`src/verilog/apt_consts.vh`:
```
// constants for the absolute position transfer controller
// ----------------------------------------------------------------
// ----------------------------------------------------------------
`ifndef APT_CONSTS_VH
`define APT_CONSTS_VH

// ----------------------------------------------------------------
// timing
// ----------------------------------------------------------------
`define APT_CLK_HZ       20000000
`define APT_T_MODE_S     5
`define APT_T_REQ_S      1
`define APT_T_RDY_S      1
`define APT_T_RETRY_MS   20
`define APT_T_CLR_MS     20

// ----------------------------------------------------------------
// transfer framing
// ----------------------------------------------------------------
`define APT_DATA_GROUPS  5'd16
`define APT_ALL_GROUPS   5'd19
`define APT_MAX_TRIES    3'd4

// ----------------------------------------------------------------
// register offsets (byte addresses)
// ----------------------------------------------------------------
`define APT_REG_CTRL     8'h00
`define APT_REG_STATUS   8'h04
`define APT_REG_POS      8'h08
`define APT_REG_HOME     8'h0c
`define APT_REG_IRQ_STAT 8'h10
`define APT_REG_IRQ_MASK 8'h14
`define APT_REG_BUF_A    8'h18
`define APT_REG_BUF_B    8'h1c

// control fields
`define APT_CTRL_START   0
`define APT_CTRL_HOME    1
`define APT_CTRL_REV_OK  2
`define APT_CTRL_POSGO   3

// interrupt event bits
`define APT_EV_DONE      0
`define APT_EV_COMM      1
`define APT_EV_CKS       2
`define APT_EV_HOME      3

// per-axis buffer addresses
`define APT_BUF_X_DIR    16'h0005
`define APT_BUF_X_HOME   16'h0048
`define APT_BUF_X_POS    16'h0482
`define APT_BUF_X_CMD    16'h047e
`define APT_BUF_Y_DIR    16'h009b
`define APT_BUF_Y_HOME   16'h00de
`define APT_BUF_Y_POS    16'h04b4
`define APT_BUF_Y_CMD    16'h04b0

`endif

```
`src/verilog/apt_tmr.v`:
```
// interval timer that flags when a level stays high too long
`default_nettype none

module apt_tmr #(
    parameter [31:0] LIMIT = 32'd20000000
) (
    input  wire        pclk,
    input  wire        presetn,
    input  wire        ce,
    input  wire        run,
    output reg         expired
);

    reg [31:0] cnt_r;

    // ----------------------------------------------------------------
    // count while run is high, restart whenever it drops
    // ----------------------------------------------------------------
    always @(posedge pclk or negedge presetn) begin
        if (!presetn) begin
            cnt_r   <= 32'h0000_0000;
            expired <= 1'b0;
        end else if (ce) begin
            if (!run) begin
                cnt_r   <= 32'h0000_0000;
                expired <= 1'b0;
            end else begin
                if (cnt_r != LIMIT)
                    cnt_r <= cnt_r + 32'h0000_0001;
                expired <= (cnt_r == LIMIT); // at the limit, where the count holds
            end
        end
    end

endmodule // apt_tmr

`default_nettype wire

```
`src/verilog/apt_ctrl.v`:
```
// host controller for the absolute position transfer handshake
`include "apt_consts.vh"
`default_nettype none

module apt_ctrl #(
    parameter        AXIS      = 0,
    parameter [31:0] MODE_CYC  = `APT_T_MODE_S * `APT_CLK_HZ,
    parameter [31:0] REQ_CYC   = `APT_T_REQ_S * `APT_CLK_HZ,
    parameter [31:0] RDY_CYC   = `APT_T_RDY_S * `APT_CLK_HZ,
    parameter [31:0] RETRY_CYC = `APT_T_RETRY_MS * (`APT_CLK_HZ / 1000),
    parameter [31:0] CLR_CYC   = `APT_T_CLR_MS * (`APT_CLK_HZ / 1000)
) (
    input  wire        pclk,
    input  wire        presetn,
    input  wire        ce,
    input  wire        psel,
    input  wire        penable,
    input  wire        pwrite,
    input  wire [7:0]  paddr,
    input  wire [31:0] pwdata,
    output reg  [31:0] prdata,
    output reg         pready,
    output reg         pslverr,
    output reg         irq,
    input  wire        servo_enable_in,
    input  wire        alarm_in,
    input  wire        estop_in,
    input  wire        home_start_switch,
    input  wire        send_ready_in,
    input  wire        data_bit0_in,
    input  wire        data_bit1_in,
    output reg         servo_on_out,
    output reg         transfer_mode_out,
    output reg         position_request_out,
    output reg         deviation_counter_clear,
    output reg         comm_error_out,
    output reg         checksum_error_out,
    output reg         position_ready_flag,
    output reg         in_position_out,
    output reg         zero_speed_out,
    output reg         torque_limit_out,
    output reg         position_start_out
);

    // ----------------------------------------------------------------
    // state codes
    // ----------------------------------------------------------------
    localparam [5:0] S_IDLE = 6'b000001;
    localparam [5:0] S_ARM  = 6'b000010;
    localparam [5:0] S_REQ  = 6'b000100;
    localparam [5:0] S_REL  = 6'b001000;
    localparam [5:0] S_CHK  = 6'b010000;
    localparam [5:0] S_WAIT = 6'b100000;

    reg [5:0]  state_r;
    reg [4:0]  grp_r;        // groups received
    reg [31:0] pos_sh_r;     // position being shifted in
    reg [5:0]  sum_r;        // running sum of data groups
    reg [5:0]  cks_r;        // checksum sent by amplifier
    reg [2:0]  tries_r;      // consecutive mismatches
    reg [31:0] wait_r;       // retry wait / clear pulse counters
    reg [31:0] clr_r;
    reg [31:0] pos_r;
    reg [31:0] home_r;
    reg [3:0]  ctrl_r;
    reg [3:0]  stat_r;
    reg [3:0]  mask_r;
    reg        sen_d_r;
    reg        alm_d_r;
    reg        est_d_r;
    reg        hsw_d_r;
    reg        pend_r;

    wire [2:0] tmo;
    wire [2:0] tmo_run;
    wire       to_any = |tmo;

    // ----------------------------------------------------------------
    // supervision timers: mode on, request unanswered, ready low
    // ----------------------------------------------------------------
    assign tmo_run[0] = transfer_mode_out;
    assign tmo_run[1] = position_request_out & send_ready_in;
    assign tmo_run[2] = transfer_mode_out & ~send_ready_in;

    genvar gi;
    generate
        for (gi = 0; gi < 3; gi = gi + 1) begin : g_tmr
            apt_tmr #(
                .LIMIT (gi == 0 ? MODE_CYC : (gi == 1 ? REQ_CYC : RDY_CYC))
            ) u_tmr (
                .pclk    (pclk),
                .presetn (presetn),
                .ce      (ce),
                .run     (tmo_run[gi]),
                .expired (tmo[gi])
            );
        end
    endgenerate

    // ----------------------------------------------------------------
    // trigger edges; edge flops reset low so a tied-on switch
    // looks like a rising edge on the first enabled cycle
    // ----------------------------------------------------------------
    wire sen_rise = servo_enable_in & ~sen_d_r;
    wire alm_fall = ~alarm_in & alm_d_r;
    wire est_fall = ~estop_in & est_d_r;
    wire hsw_rise = home_start_switch & ~hsw_d_r;

    // ----------------------------------------------------------------
    // apb decode; answers one cycle after setup
    // ----------------------------------------------------------------
    wire acc    = psel & penable & pready;
    wire wr_acc = acc & pwrite;
    wire hit    = (paddr == `APT_REG_CTRL)     | (paddr == `APT_REG_STATUS) |
                  (paddr == `APT_REG_POS)      | (paddr == `APT_REG_HOME)   |
                  (paddr == `APT_REG_IRQ_STAT) | (paddr == `APT_REG_IRQ_MASK) |
                  (paddr == `APT_REG_BUF_A)    | (paddr == `APT_REG_BUF_B);
    wire wr_ctrl = wr_acc & (paddr == `APT_REG_CTRL);
    wire sw_start = wr_ctrl & pwdata[`APT_CTRL_START];
    wire sw_posgo = wr_ctrl & pwdata[`APT_CTRL_POSGO];

    wire [31:0] buf_a = (AXIS == 0) ? {`APT_BUF_X_HOME, `APT_BUF_X_DIR}
                                    : {`APT_BUF_Y_HOME, `APT_BUF_Y_DIR};
    wire [31:0] buf_b = (AXIS == 0) ? {`APT_BUF_X_CMD, `APT_BUF_X_POS}
                                    : {`APT_BUF_Y_CMD, `APT_BUF_Y_POS};

    // ----------------------------------------------------------------
    // event pulses from the sequencer and the data-set home logic, gathered for status
    // ----------------------------------------------------------------
    reg  ev_done;
    reg  ev_comm;
    reg  ev_cks;
    reg  ev_home;
    wire [3:0] ev = {ev_home, ev_cks, ev_comm, ev_done};

    reg [31:0] rdata_nxt;

    // register read mux
    always @* begin
        case (paddr)
            `APT_REG_CTRL:     rdata_nxt = {28'h0, ctrl_r};
            `APT_REG_STATUS:   rdata_nxt = {21'h0, tries_r, deviation_counter_clear,
                                            torque_limit_out, zero_speed_out,
                                            in_position_out, checksum_error_out,
                                            comm_error_out, ~state_r[0],
                                            position_ready_flag};
            `APT_REG_POS:      rdata_nxt = pos_r;
            `APT_REG_HOME:     rdata_nxt = home_r;
            `APT_REG_IRQ_STAT: rdata_nxt = {28'h0, stat_r};
            `APT_REG_IRQ_MASK: rdata_nxt = {28'h0, mask_r};
            `APT_REG_BUF_A:    rdata_nxt = buf_a;
            `APT_REG_BUF_B:    rdata_nxt = buf_b;
            default:           rdata_nxt = 32'h0000_0000;
        endcase
    end

    // ----------------------------------------------------------------
    // apb slave, control, interrupt status and mask
    // ----------------------------------------------------------------
    wire [3:0] stat_nxt = (stat_r & ~((wr_acc && paddr == `APT_REG_IRQ_STAT) ?
                           pwdata[3:0] : 4'h0)) | ev;  // set beats clear

    always @(posedge pclk or negedge presetn) begin
        if (!presetn) begin
            pready  <= 1'b0;
            pslverr <= 1'b0;
            prdata  <= 32'h0000_0000;
            ctrl_r  <= 4'h0;
            stat_r  <= 4'h0;
            mask_r  <= 4'h0;
            irq     <= 1'b0;
        end else if (ce) begin
            pready  <= psel & ~penable & ~pready;
            pslverr <= psel & ~penable & ~pready & ~hit;
            if (psel & ~penable & ~pready)
                prdata <= pwrite ? 32'h0000_0000 : rdata_nxt;
            if (wr_ctrl)
                ctrl_r <= {1'b0, pwdata[2:1], 1'b0};   // start and go self-clear
            if (wr_acc && paddr == `APT_REG_IRQ_MASK)
                mask_r <= pwdata[3:0];
            stat_r <= stat_nxt;
            irq    <= |(stat_nxt & mask_r);
        end
    end

    // ----------------------------------------------------------------
    // status lines only mean status outside a transfer
    // ----------------------------------------------------------------
    always @(posedge pclk or negedge presetn) begin
        if (!presetn) begin
            in_position_out  <= 1'b0;
            zero_speed_out   <= 1'b0;
            torque_limit_out <= 1'b0;
            servo_on_out     <= 1'b0;
            sen_d_r          <= 1'b0;
            alm_d_r          <= 1'b0;
            est_d_r          <= 1'b0;
            hsw_d_r          <= 1'b0;
        end else if (ce) begin
            in_position_out  <= ~transfer_mode_out & data_bit0_in;
            zero_speed_out   <= ~transfer_mode_out & data_bit1_in;
            torque_limit_out <= ~transfer_mode_out & send_ready_in;
            servo_on_out     <= servo_enable_in & ~alarm_in & ~estop_in;
            sen_d_r          <= servo_enable_in;
            alm_d_r          <= alarm_in;
            est_d_r          <= estop_in;
            hsw_d_r          <= home_start_switch;
        end
    end

    // ----------------------------------------------------------------
    // transfer sequencer
    // ----------------------------------------------------------------
    wire trig = sen_rise | alm_fall | est_fall | sw_start;

    always @(posedge pclk or negedge presetn) begin
        if (!presetn) begin
            state_r              <= S_IDLE;
            grp_r                <= 5'd0;
            pos_sh_r             <= 32'h0000_0000;
            sum_r                <= 6'h00;
            cks_r                <= 6'h00;
            tries_r              <= 3'd0;
            wait_r               <= 32'h0000_0000;
            pos_r                <= 32'h0000_0000;
            pend_r               <= 1'b0;
            transfer_mode_out    <= 1'b0;
            position_request_out <= 1'b0;
            comm_error_out       <= 1'b0;
            checksum_error_out   <= 1'b0;
            position_ready_flag  <= 1'b0;
            ev_done              <= 1'b0;
            ev_comm              <= 1'b0;
            ev_cks               <= 1'b0;
        end else if (ce) begin
            ev_done <= 1'b0;
            ev_comm <= 1'b0;
            ev_cks  <= 1'b0;
            if (trig)
                pend_r <= 1'b1;
            if (to_any && !state_r[0]) begin
                // any supervision limit ends the transfer
                comm_error_out       <= 1'b1;
                ev_comm              <= 1'b1;
                transfer_mode_out    <= 1'b0;
                position_request_out <= 1'b0;
                state_r              <= S_IDLE;
            end else begin
                case (state_r)
                    S_IDLE: begin
                        if (pend_r | trig) begin
                            pend_r              <= 1'b0;
                            position_ready_flag <= 1'b0;
                            comm_error_out      <= 1'b0;
                            checksum_error_out  <= 1'b0;
                            tries_r             <= 3'd0;
                            transfer_mode_out   <= 1'b1;
                            grp_r               <= 5'd0;
                            sum_r               <= 6'h00;
                            state_r             <= S_ARM;
                        end
                    end
                    S_ARM: begin
                        if (send_ready_in) begin
                            position_request_out <= 1'b1;
                            state_r              <= S_REQ;
                        end
                    end
                    S_REQ: begin
                        // ready low marks a valid 2-bit group
                        if (!send_ready_in) begin
                            if (grp_r < `APT_DATA_GROUPS) begin
                                pos_sh_r <= {data_bit1_in, data_bit0_in, pos_sh_r[31:2]};
                                sum_r    <= sum_r + {4'h0, data_bit1_in, data_bit0_in};
                            end else begin
                                cks_r <= {data_bit1_in, data_bit0_in, cks_r[5:2]};
                            end
                            grp_r                <= grp_r + 5'd1;
                            position_request_out <= 1'b0;
                            state_r              <= S_REL;
                        end
                    end
                    S_REL: begin
                        if (send_ready_in) begin
                            if (grp_r == `APT_ALL_GROUPS) begin
                                state_r <= S_CHK;
                            end else begin
                                position_request_out <= 1'b1;
                                state_r              <= S_REQ;
                            end
                        end
                    end
                    S_CHK: begin
                        transfer_mode_out <= 1'b0;
                        if (sum_r == cks_r) begin
                            pos_r               <= pos_sh_r;
                            position_ready_flag <= 1'b1;
                            tries_r             <= 3'd0;
                            ev_done             <= 1'b1;
                            state_r             <= S_IDLE;
                        end else if (tries_r + 3'd1 == `APT_MAX_TRIES) begin
                            checksum_error_out <= 1'b1;
                            ev_cks             <= 1'b1;
                            tries_r            <= `APT_MAX_TRIES;
                            state_r            <= S_IDLE;
                        end else begin
                            tries_r <= tries_r + 3'd1;
                            wait_r  <= RETRY_CYC;
                            state_r <= S_WAIT;
                        end
                    end
                    S_WAIT: begin
                        // mode held off long enough for the amplifier to rearm
                        if (wait_r == 32'h0000_0000) begin
                            transfer_mode_out <= 1'b1;
                            grp_r             <= 5'd0;
                            sum_r             <= 6'h00;
                            state_r           <= S_ARM;
                        end else begin
                            wait_r <= wait_r - 32'h0000_0001;
                        end
                    end
                    default: begin
                        transfer_mode_out    <= 1'b0;
                        position_request_out <= 1'b0;
                        state_r              <= S_IDLE;
                    end
                endcase
            end
        end
    end

    // ----------------------------------------------------------------
    // data-set home return and gated positioning start; clear is a
    // timed pulse so a stuck switch cannot hold the counter cleared
    // ----------------------------------------------------------------
    wire home_go = ctrl_r[`APT_CTRL_HOME] & ctrl_r[`APT_CTRL_REV_OK] & hsw_rise &
                   position_ready_flag & state_r[0] & ~deviation_counter_clear;

    always @(posedge pclk or negedge presetn) begin
        if (!presetn) begin
            home_r                  <= 32'h0000_0000;
            clr_r                   <= 32'h0000_0000;
            deviation_counter_clear <= 1'b0;
            position_start_out      <= 1'b0;
            ev_home                 <= 1'b0;
        end else if (ce) begin
            ev_home            <= home_go;
            position_start_out <= sw_posgo & position_ready_flag & state_r[0];
            if (home_go) begin
                home_r                  <= pos_r;
                clr_r                   <= CLR_CYC;
                deviation_counter_clear <= 1'b1;
            end else if (clr_r != 32'h0000_0000) begin
                clr_r <= clr_r - 32'h0000_0001;
            end else begin
                deviation_counter_clear <= 1'b0;
            end
        end
    end

endmodule // apt_ctrl

`default_nettype wire

```
`config.mk`:
```
export PLATFORM = sky130hd
export DESIGN_NAME = apt_ctrl
export DESIGN_NICKNAME = d
export VERILOG_FILES = /design/src/verilog/apt_tmr.v /design/src/verilog/apt_ctrl.v
export VERILOG_INCLUDE_DIRS = /design/src /design/src/verilog
export SDC_FILE = /design/constraint.sdc
export NUM_CORES = 1
export LEC_CHECK = 0
export BUFFER_PORTS_ARGS = -buffer_cell sky130_fd_sc_hd__buf_2
export CAP_MARGIN = 5
export CELL_PAD_IN_SITES_DETAIL_PLACEMENT = 0
export CELL_PAD_IN_SITES_GLOBAL_PLACEMENT = 1
export CORE_MARGIN = 2
export CORE_UTILIZATION = 30
export CTS_BUF_LIST = sky130_fd_sc_hd__clkbuf_8
export DETAILED_ROUTE_END_ITERATION = 7
export GPL_ROUTABILITY_DRIVEN = 0
export PLACE_DENSITY = 0.65
export SETUP_SLACK_MARGIN = 0.2
export SLEW_MARGIN = 30
export SYNTH_ARGS = -nofsm -noshare
export SYNTH_HDL_FRONTEND = slang
export SYNTH_SLANG_ARGS = --single-unit
export TNS_END_PERCENT = 5
```
`constraint.sdc`:
```
create_clock -name pclk -period 2.55 [get_ports pclk]
set_clock_uncertainty 0.15 [all_clocks]
set_input_delay 0.255 -clock pclk [delete_from_list [all_inputs] [get_ports pclk]]
set_output_delay 0.255 -clock pclk [all_outputs]
set_load 0.02 [all_outputs]
```
* Word-level counts from Yosys, hierarchy flattened
Cells that the tools add are included.
Word-level totals: flip-flop bits (word level) 350, output and inout bits 46, input bits 53, logic and storage cells 262
Cells by class: $add $sub $neg 8, reduce and logical (&&, ||, !) cells 39, multiplexer cells 73, equality and inequality tests 43, magnitude comparators 1, bitwise gates (word level) 55
Operator list (count):
- two-way mux 32 bit | 12
- one-hot mux 32 bit (8 select lines) | 1
- adder 32 x 1 -> 32 bit (second input constant) | 3
- two-way mux 6 bit | 12
- equality test 32 x 25 -> 1 bit (second input constant) | 2
- inequality test 32 x 25 -> 1 bit (second input constant) | 2
- one-hot mux 32 bit (2 select lines) | 1
- subtractor 32 x 1 -> 32 bit (second input constant) | 2
- one-hot mux 6 bit (6 select lines) | 1
- equality test 32 x 27 -> 1 bit (second input constant) | 1
- equality test 8 x 5 -> 1 bit (second input constant) | 4
- logical NOT 32 bit | 1
- inequality test 32 x 27 -> 1 bit (second input constant) | 1
- nonzero test 32 bit | 1
- two-way mux 1 bit | 31
- AND reduction 6 bit | 5
- AND 1 bit | 27
- inequality test 2 bit (second input constant) | 12
- two-way mux 5 bit | 4
- inequality test 3 bit (second input constant) | 6
- one-hot mux 6 bit (3 select lines) | 1
- AND reduction 2 bit | 9
- equality test 8 x 4 -> 1 bit (second input constant) | 2
- one-hot mux 5 bit (3 select lines) | 1
- other kinds (37) | 77

* Logic depth before layout (Yosys ltp)
depth after elaboration 10, depth in mapped cells 11

* Cells and area by module
From an unflattened synthesis, not the netlist that was laid out.
Unflattened totals: cell total of the unflattened synthesis 1892, area, all modules 18109.9 um^2
Modules (own cells, without submodules):
- apt_ctrl | cells an instance 1165, area an instance 11865.1 um^2, seq. area each 6282.3 um^2, times used 1
- apt_tmr (g_tmr[1].u_tmr) | cells an instance 265, area an instance 2229.6 um^2, seq. area each 825.8 um^2, times used 1
- apt_tmr (g_tmr[2].u_tmr) | cells an instance 232, area an instance 2054.5 um^2, seq. area each 825.8 um^2, times used 1
- apt_tmr (g_tmr[0].u_tmr) | cells an instance 230, area an instance 1960.6 um^2, seq. area each 825.8 um^2, times used 1

* Least setup slack after synthesis
OpenSTA, ideal clock, no wires.
kind flip-flop to flip-flop, start register clr_r[6], end register clr_r[5], stages on the path, launching flop included 9, setup time 0.120 ns, buffers on the path 2, path slack -0.198 ns, arrival time 2.478 ns, path through dfrtp_1 or4_4 or3_1 buf_2 or3_1 buf_6 or2_4 a22o_1 a31o_1
Between the ends: cells in the longest elaborated chain, start to end 3
Ends and longest elaborated chain:
- start: declaration | RTL line apt_ctrl.v:62 | reg [31:0] clr_r;
- start signal: assignment | RTL line apt_ctrl.v:355 | clr_r <= clr_r - 32'h0000_0001;
- nonzero test 32 bit | RTL line apt_ctrl.v:354 | end else if (clr_r != 32'h0000_0000) begin
- nonzero test 2 bit (no source line)
- AND reduction 2 bit (no source line)
No other way between the ends. A chain may end at the register's enable or synchronous reset.

* Worst setup path after layout
start register clr_r[3], end register clr_r[14]
Between the ends: cells in the longest elaborated chain, start to end 3, elaborated cells between the ends (all ways) 6, those cells by class 1 x add/sub; 2 x mux; 3 x reduce/logical
Ends and longest elaborated chain (RTL line):
- subtractor 32 x 1 -> 32 bit or nonzero test 32 bit (tied branches) | apt_ctrl.v:355, apt_ctrl.v:354
- two-way mux 32 bit or nonzero test 2 bit (tied branches)
- two-way mux 32 bit or AND reduction 2 bit (tied branches)
Parallel ways exist; a longest one is shown, timed or not. The select of a mux whose other input is x is not followed.

==> impl_metrics.json <==
{
  "hp-class": "in -> reg",
  "area_growth_pct": 28.0,
  "synth-seq-cells": 350,
  "drt_wl_total_um": 47800,
  "fin_crit_ns": 2.61,
  "clk_latency_ns": 0.67,
  "r2r-end": "clr_r[14]$_DFFE_PN0P_",
  "grt_pass1_vias": 14400,
  "grt_pass1_wl_um": 76500,
  "layout-drive-gt1-share": 0.265,
  "clockRootBuffer": "clkbuf_8",
  "rsz0062_at_grt": "yes",
  "setup_slack_ns": -0.0596,
  "place_area_um2": 19600,
  "grtUsageTotal": 0.156,
  "dieArea_um2": 59500,
  "hold_viol_final": 0,
  "vdd_drop_max_mv": 0.357,
  "status": "finished, violations left",
  "synth_cells": 1761,
  "firstDrtPassIters": 5,
  "clk_pin_slew_ns": 0.07,
  "path_max_fanout": 2,
  "crit_path_start_kind": "register",
  "worstHoldStart": "paddr[5]",
  "die_w_um": 244,
  "whs_ns": 0.0852,
  "cts.sinks": 350,
  "synth.avg_cell_area_um2": 9.81,
  "hpwl_um": 31300,
  "worstPathArrival_ns": 3.04,
  "post_drt_via_cell_ratio": 5.15,
  "syn_nets": 1828,
  "grt_max_degree": 66,
  "htreeDepth": 2,
  "r2r_cells": 6,
  "design_area_um2": 22100,
  "cap_violations": 0,
  "cts_tree": "built",
  "critPathCaptureType": "register",
  "ant_nets": 0,
  "syn_area_um2": 17300,
  "core_um2": 56700,
  "setup_viol": 3,
  "vias": 14400,
  "drt_iter0_drc": 927,
  "layout.cells.most_common_list": "dfrtp_1 (342), nand2_1 (235), buf_4 (140)",
  "hold-path-endpoint": "position_start_out$_DFFE_PN0P_",
  "max_freq_ghz": 0.383,
  "r2r_slack_ns": -0.06,
  "drc": 0,
  "antenna_found_initial": 3,
  "layout_commonest_cell": "dfrtp_1",
  "synthFlopType": "dfrtp_1",
  "min_period_over_period": 1.02,
  "synth_seq_area_share": 0.507,
  "fp.dieH_um": 244,
  "p_per_area_nw_per_um2": 604,
  "slew_headroom": 0.518,
  "hold_depth": 5,
  "violations": "negative setup slack",
  "rows": 87,
  "gr-total-overflow": 0,
  "synth_cell_types": 76,
  "port_buffers": 70,
  "synthArstFlopShare": 1.00,
  "clk_path_buf_depth": 3,
  "numCtsBuffers": 59,
  "yosysWarnings": 0,
  "nets": 2068,
  "wl_per_cell_um": 17.0,
  "worstPathRequired_ns": 2.98,
  "r2r-start": "clr_r[3]$_DFFE_PN0P_",
  "synth-edff-count": 0,
  "slew_violations": 0,
  "io_pins": 99,
  "initial_utilization": 0.305,
  "power.leakage_nw": 10.0,
  "criticalPathCategory": "reg -> reg",
  "worst_pin_slew_ns": 0.718
}
==> worst max-delay path by stage <==
stage	startpoint	to	cells after the start
3_5_place_dp	clr_r[6]$_DFFE_PN0P_	clr_r[27]$_DFFE_PN0P_	7
5_1_grt	clr_r[3]$_DFFE_PN0P_	clr_r[14]$_DFFE_PN0P_	6
6_report	clr_r[3]$_DFFE_PN0P_	clr_r[14]$_DFFE_PN0P_	6
3_3_place_gp	clr_r[6]$_DFFE_PN0P_	clr_r[27]$_DFFE_PN0P_	7
4_1_cts	clr_r[3]$_DFFE_PN0P_	clr_r[14]$_DFFE_PN0P_	6
2_1_floorplan	clr_r[6]$_DFFE_PN0P_	clr_r[5]$_DFFE_PN0P_	8
==> sequential cells by signal (all words and copies together) (netlist names), 5 cells and up <==
signal / cells
sum_r: 6
g_tmr.u_tmr.cnt_r: 96
state_r: 6
wait_r: 32
home_r: 32
grp_r: 5
prdata: 32
pos_r: 32
clr_r: 32
cks_r: 6
pos_sh_r: 32
==> layer usage <==
layer  GRT usage  vias up  wire length, um
met5           0        -                0
met4      0.0452        0              821
met3      0.0275       61             1800
met2       0.254      233            22600
met1       0.214     7246            22600
li1            -     6906                -
==> stage by stage <==
stage	setup slack (ns)	setup TNS, ns	instances	total power, mW	util
2_1_floorplan	-0.198	-4.25	1761	7.06	-
4_1_cts	-0.0548	-0.114	2787	13.4	0.376
3_5_place_dp	-0.227	-3.45	2654	8.05	0.346
3_3_place_gp	-0.193	-2.42	2654	8.02	0.346
6_report	-0.0596	-0.0982	2807	13.4	0.390
5_1_grt	-0.109	-0.769	2807	14.1	0.390
==> area by class of cell <==
class,instances,area [um^2]
diodes,2,5.00
clock buffers,78,1070
clock inverters,31,141
fillers,5521,34600
inverters,43,161
multi-input cells,1281,8890
flip-flops and latches,350,8770
well taps,756,946
repair buffers,266,2140
==> where the power goes <==
group | switching (mW) | total [mW] | internal [mW]
sequential | 0.243 | 6.03 | 5.78
combinational | 1.22 | 2.22 | 1.00
clock | 2.39 | 5.12 | 2.73
total | 3.86 | 13.4 | 9.51
==> repair_timing <==
item | in CTS | in global routing
endpoints found under the setup margin | 168 | 223
setup buffers | 2 | 15
resized for setup | 64 | 148
endpoints found under the hold margin | 400 | 0
cloned | 0 | 3
hold buffers | 22 | 0
pin swaps | 60 | 75
==> Yosys cell counts, types with 12 or more instances <==
library cell,n,area share
a21oi_1,60,0.017
xnor2_1,40,0.020
and3_1,25,0.0091
o21ai_0,102,0.030
clkbuf_1,64,0.014
a21o_1,27,0.012
dfrtp_1,349,0.51
nor4_1,43,0.016
nor3_1,47,0.014
o21a_1,13,0.0056
or4_1,15,0.0065
a31oi_1,15,0.0054
ha_1,13,0.0094
a22o_1,18,0.0091
nand2_1,241,0.052
inv_1,42,0.0091
o31ai_1,39,0.017
xor2_1,20,0.010
nor2_1,135,0.029
nand3_1,71,0.021
buf_2,15,0.0043
mux2_2,84,0.055
mux2i_1,30,0.017
nand4_1,42,0.015
nand2b_1,12,0.0043
or3_1,32,0.012
==> cells by family (layout without fill, tap and decap cells) <==
kind of cell             Yosys count  after routing  share of synthesized area
AO/OA/AOI/OAI                    358            358                      0.137
adder cells (fa/ha/maj)           14             14                     0.0106
AND/OR/NAND/NOR                  734            735                      0.212
buffers and inverters            131            418                     0.0304
XOR/XNOR                          60             60                     0.0304
flip-flops                       350            350                      0.507
other                              0              2                          0
multiplexers                     114            114                     0.0721
==> critical path, stage by stage, from the launching register on <==
cell,delay [ns]
dfrtp_1,0.38
or4_4,0.54
or3_4,0.35
buf_6,0.12
or4_4,0.50
or4_1,0.40
nand3_1,0.08
No activity file was read; power rests on OpenSTA's default activity.
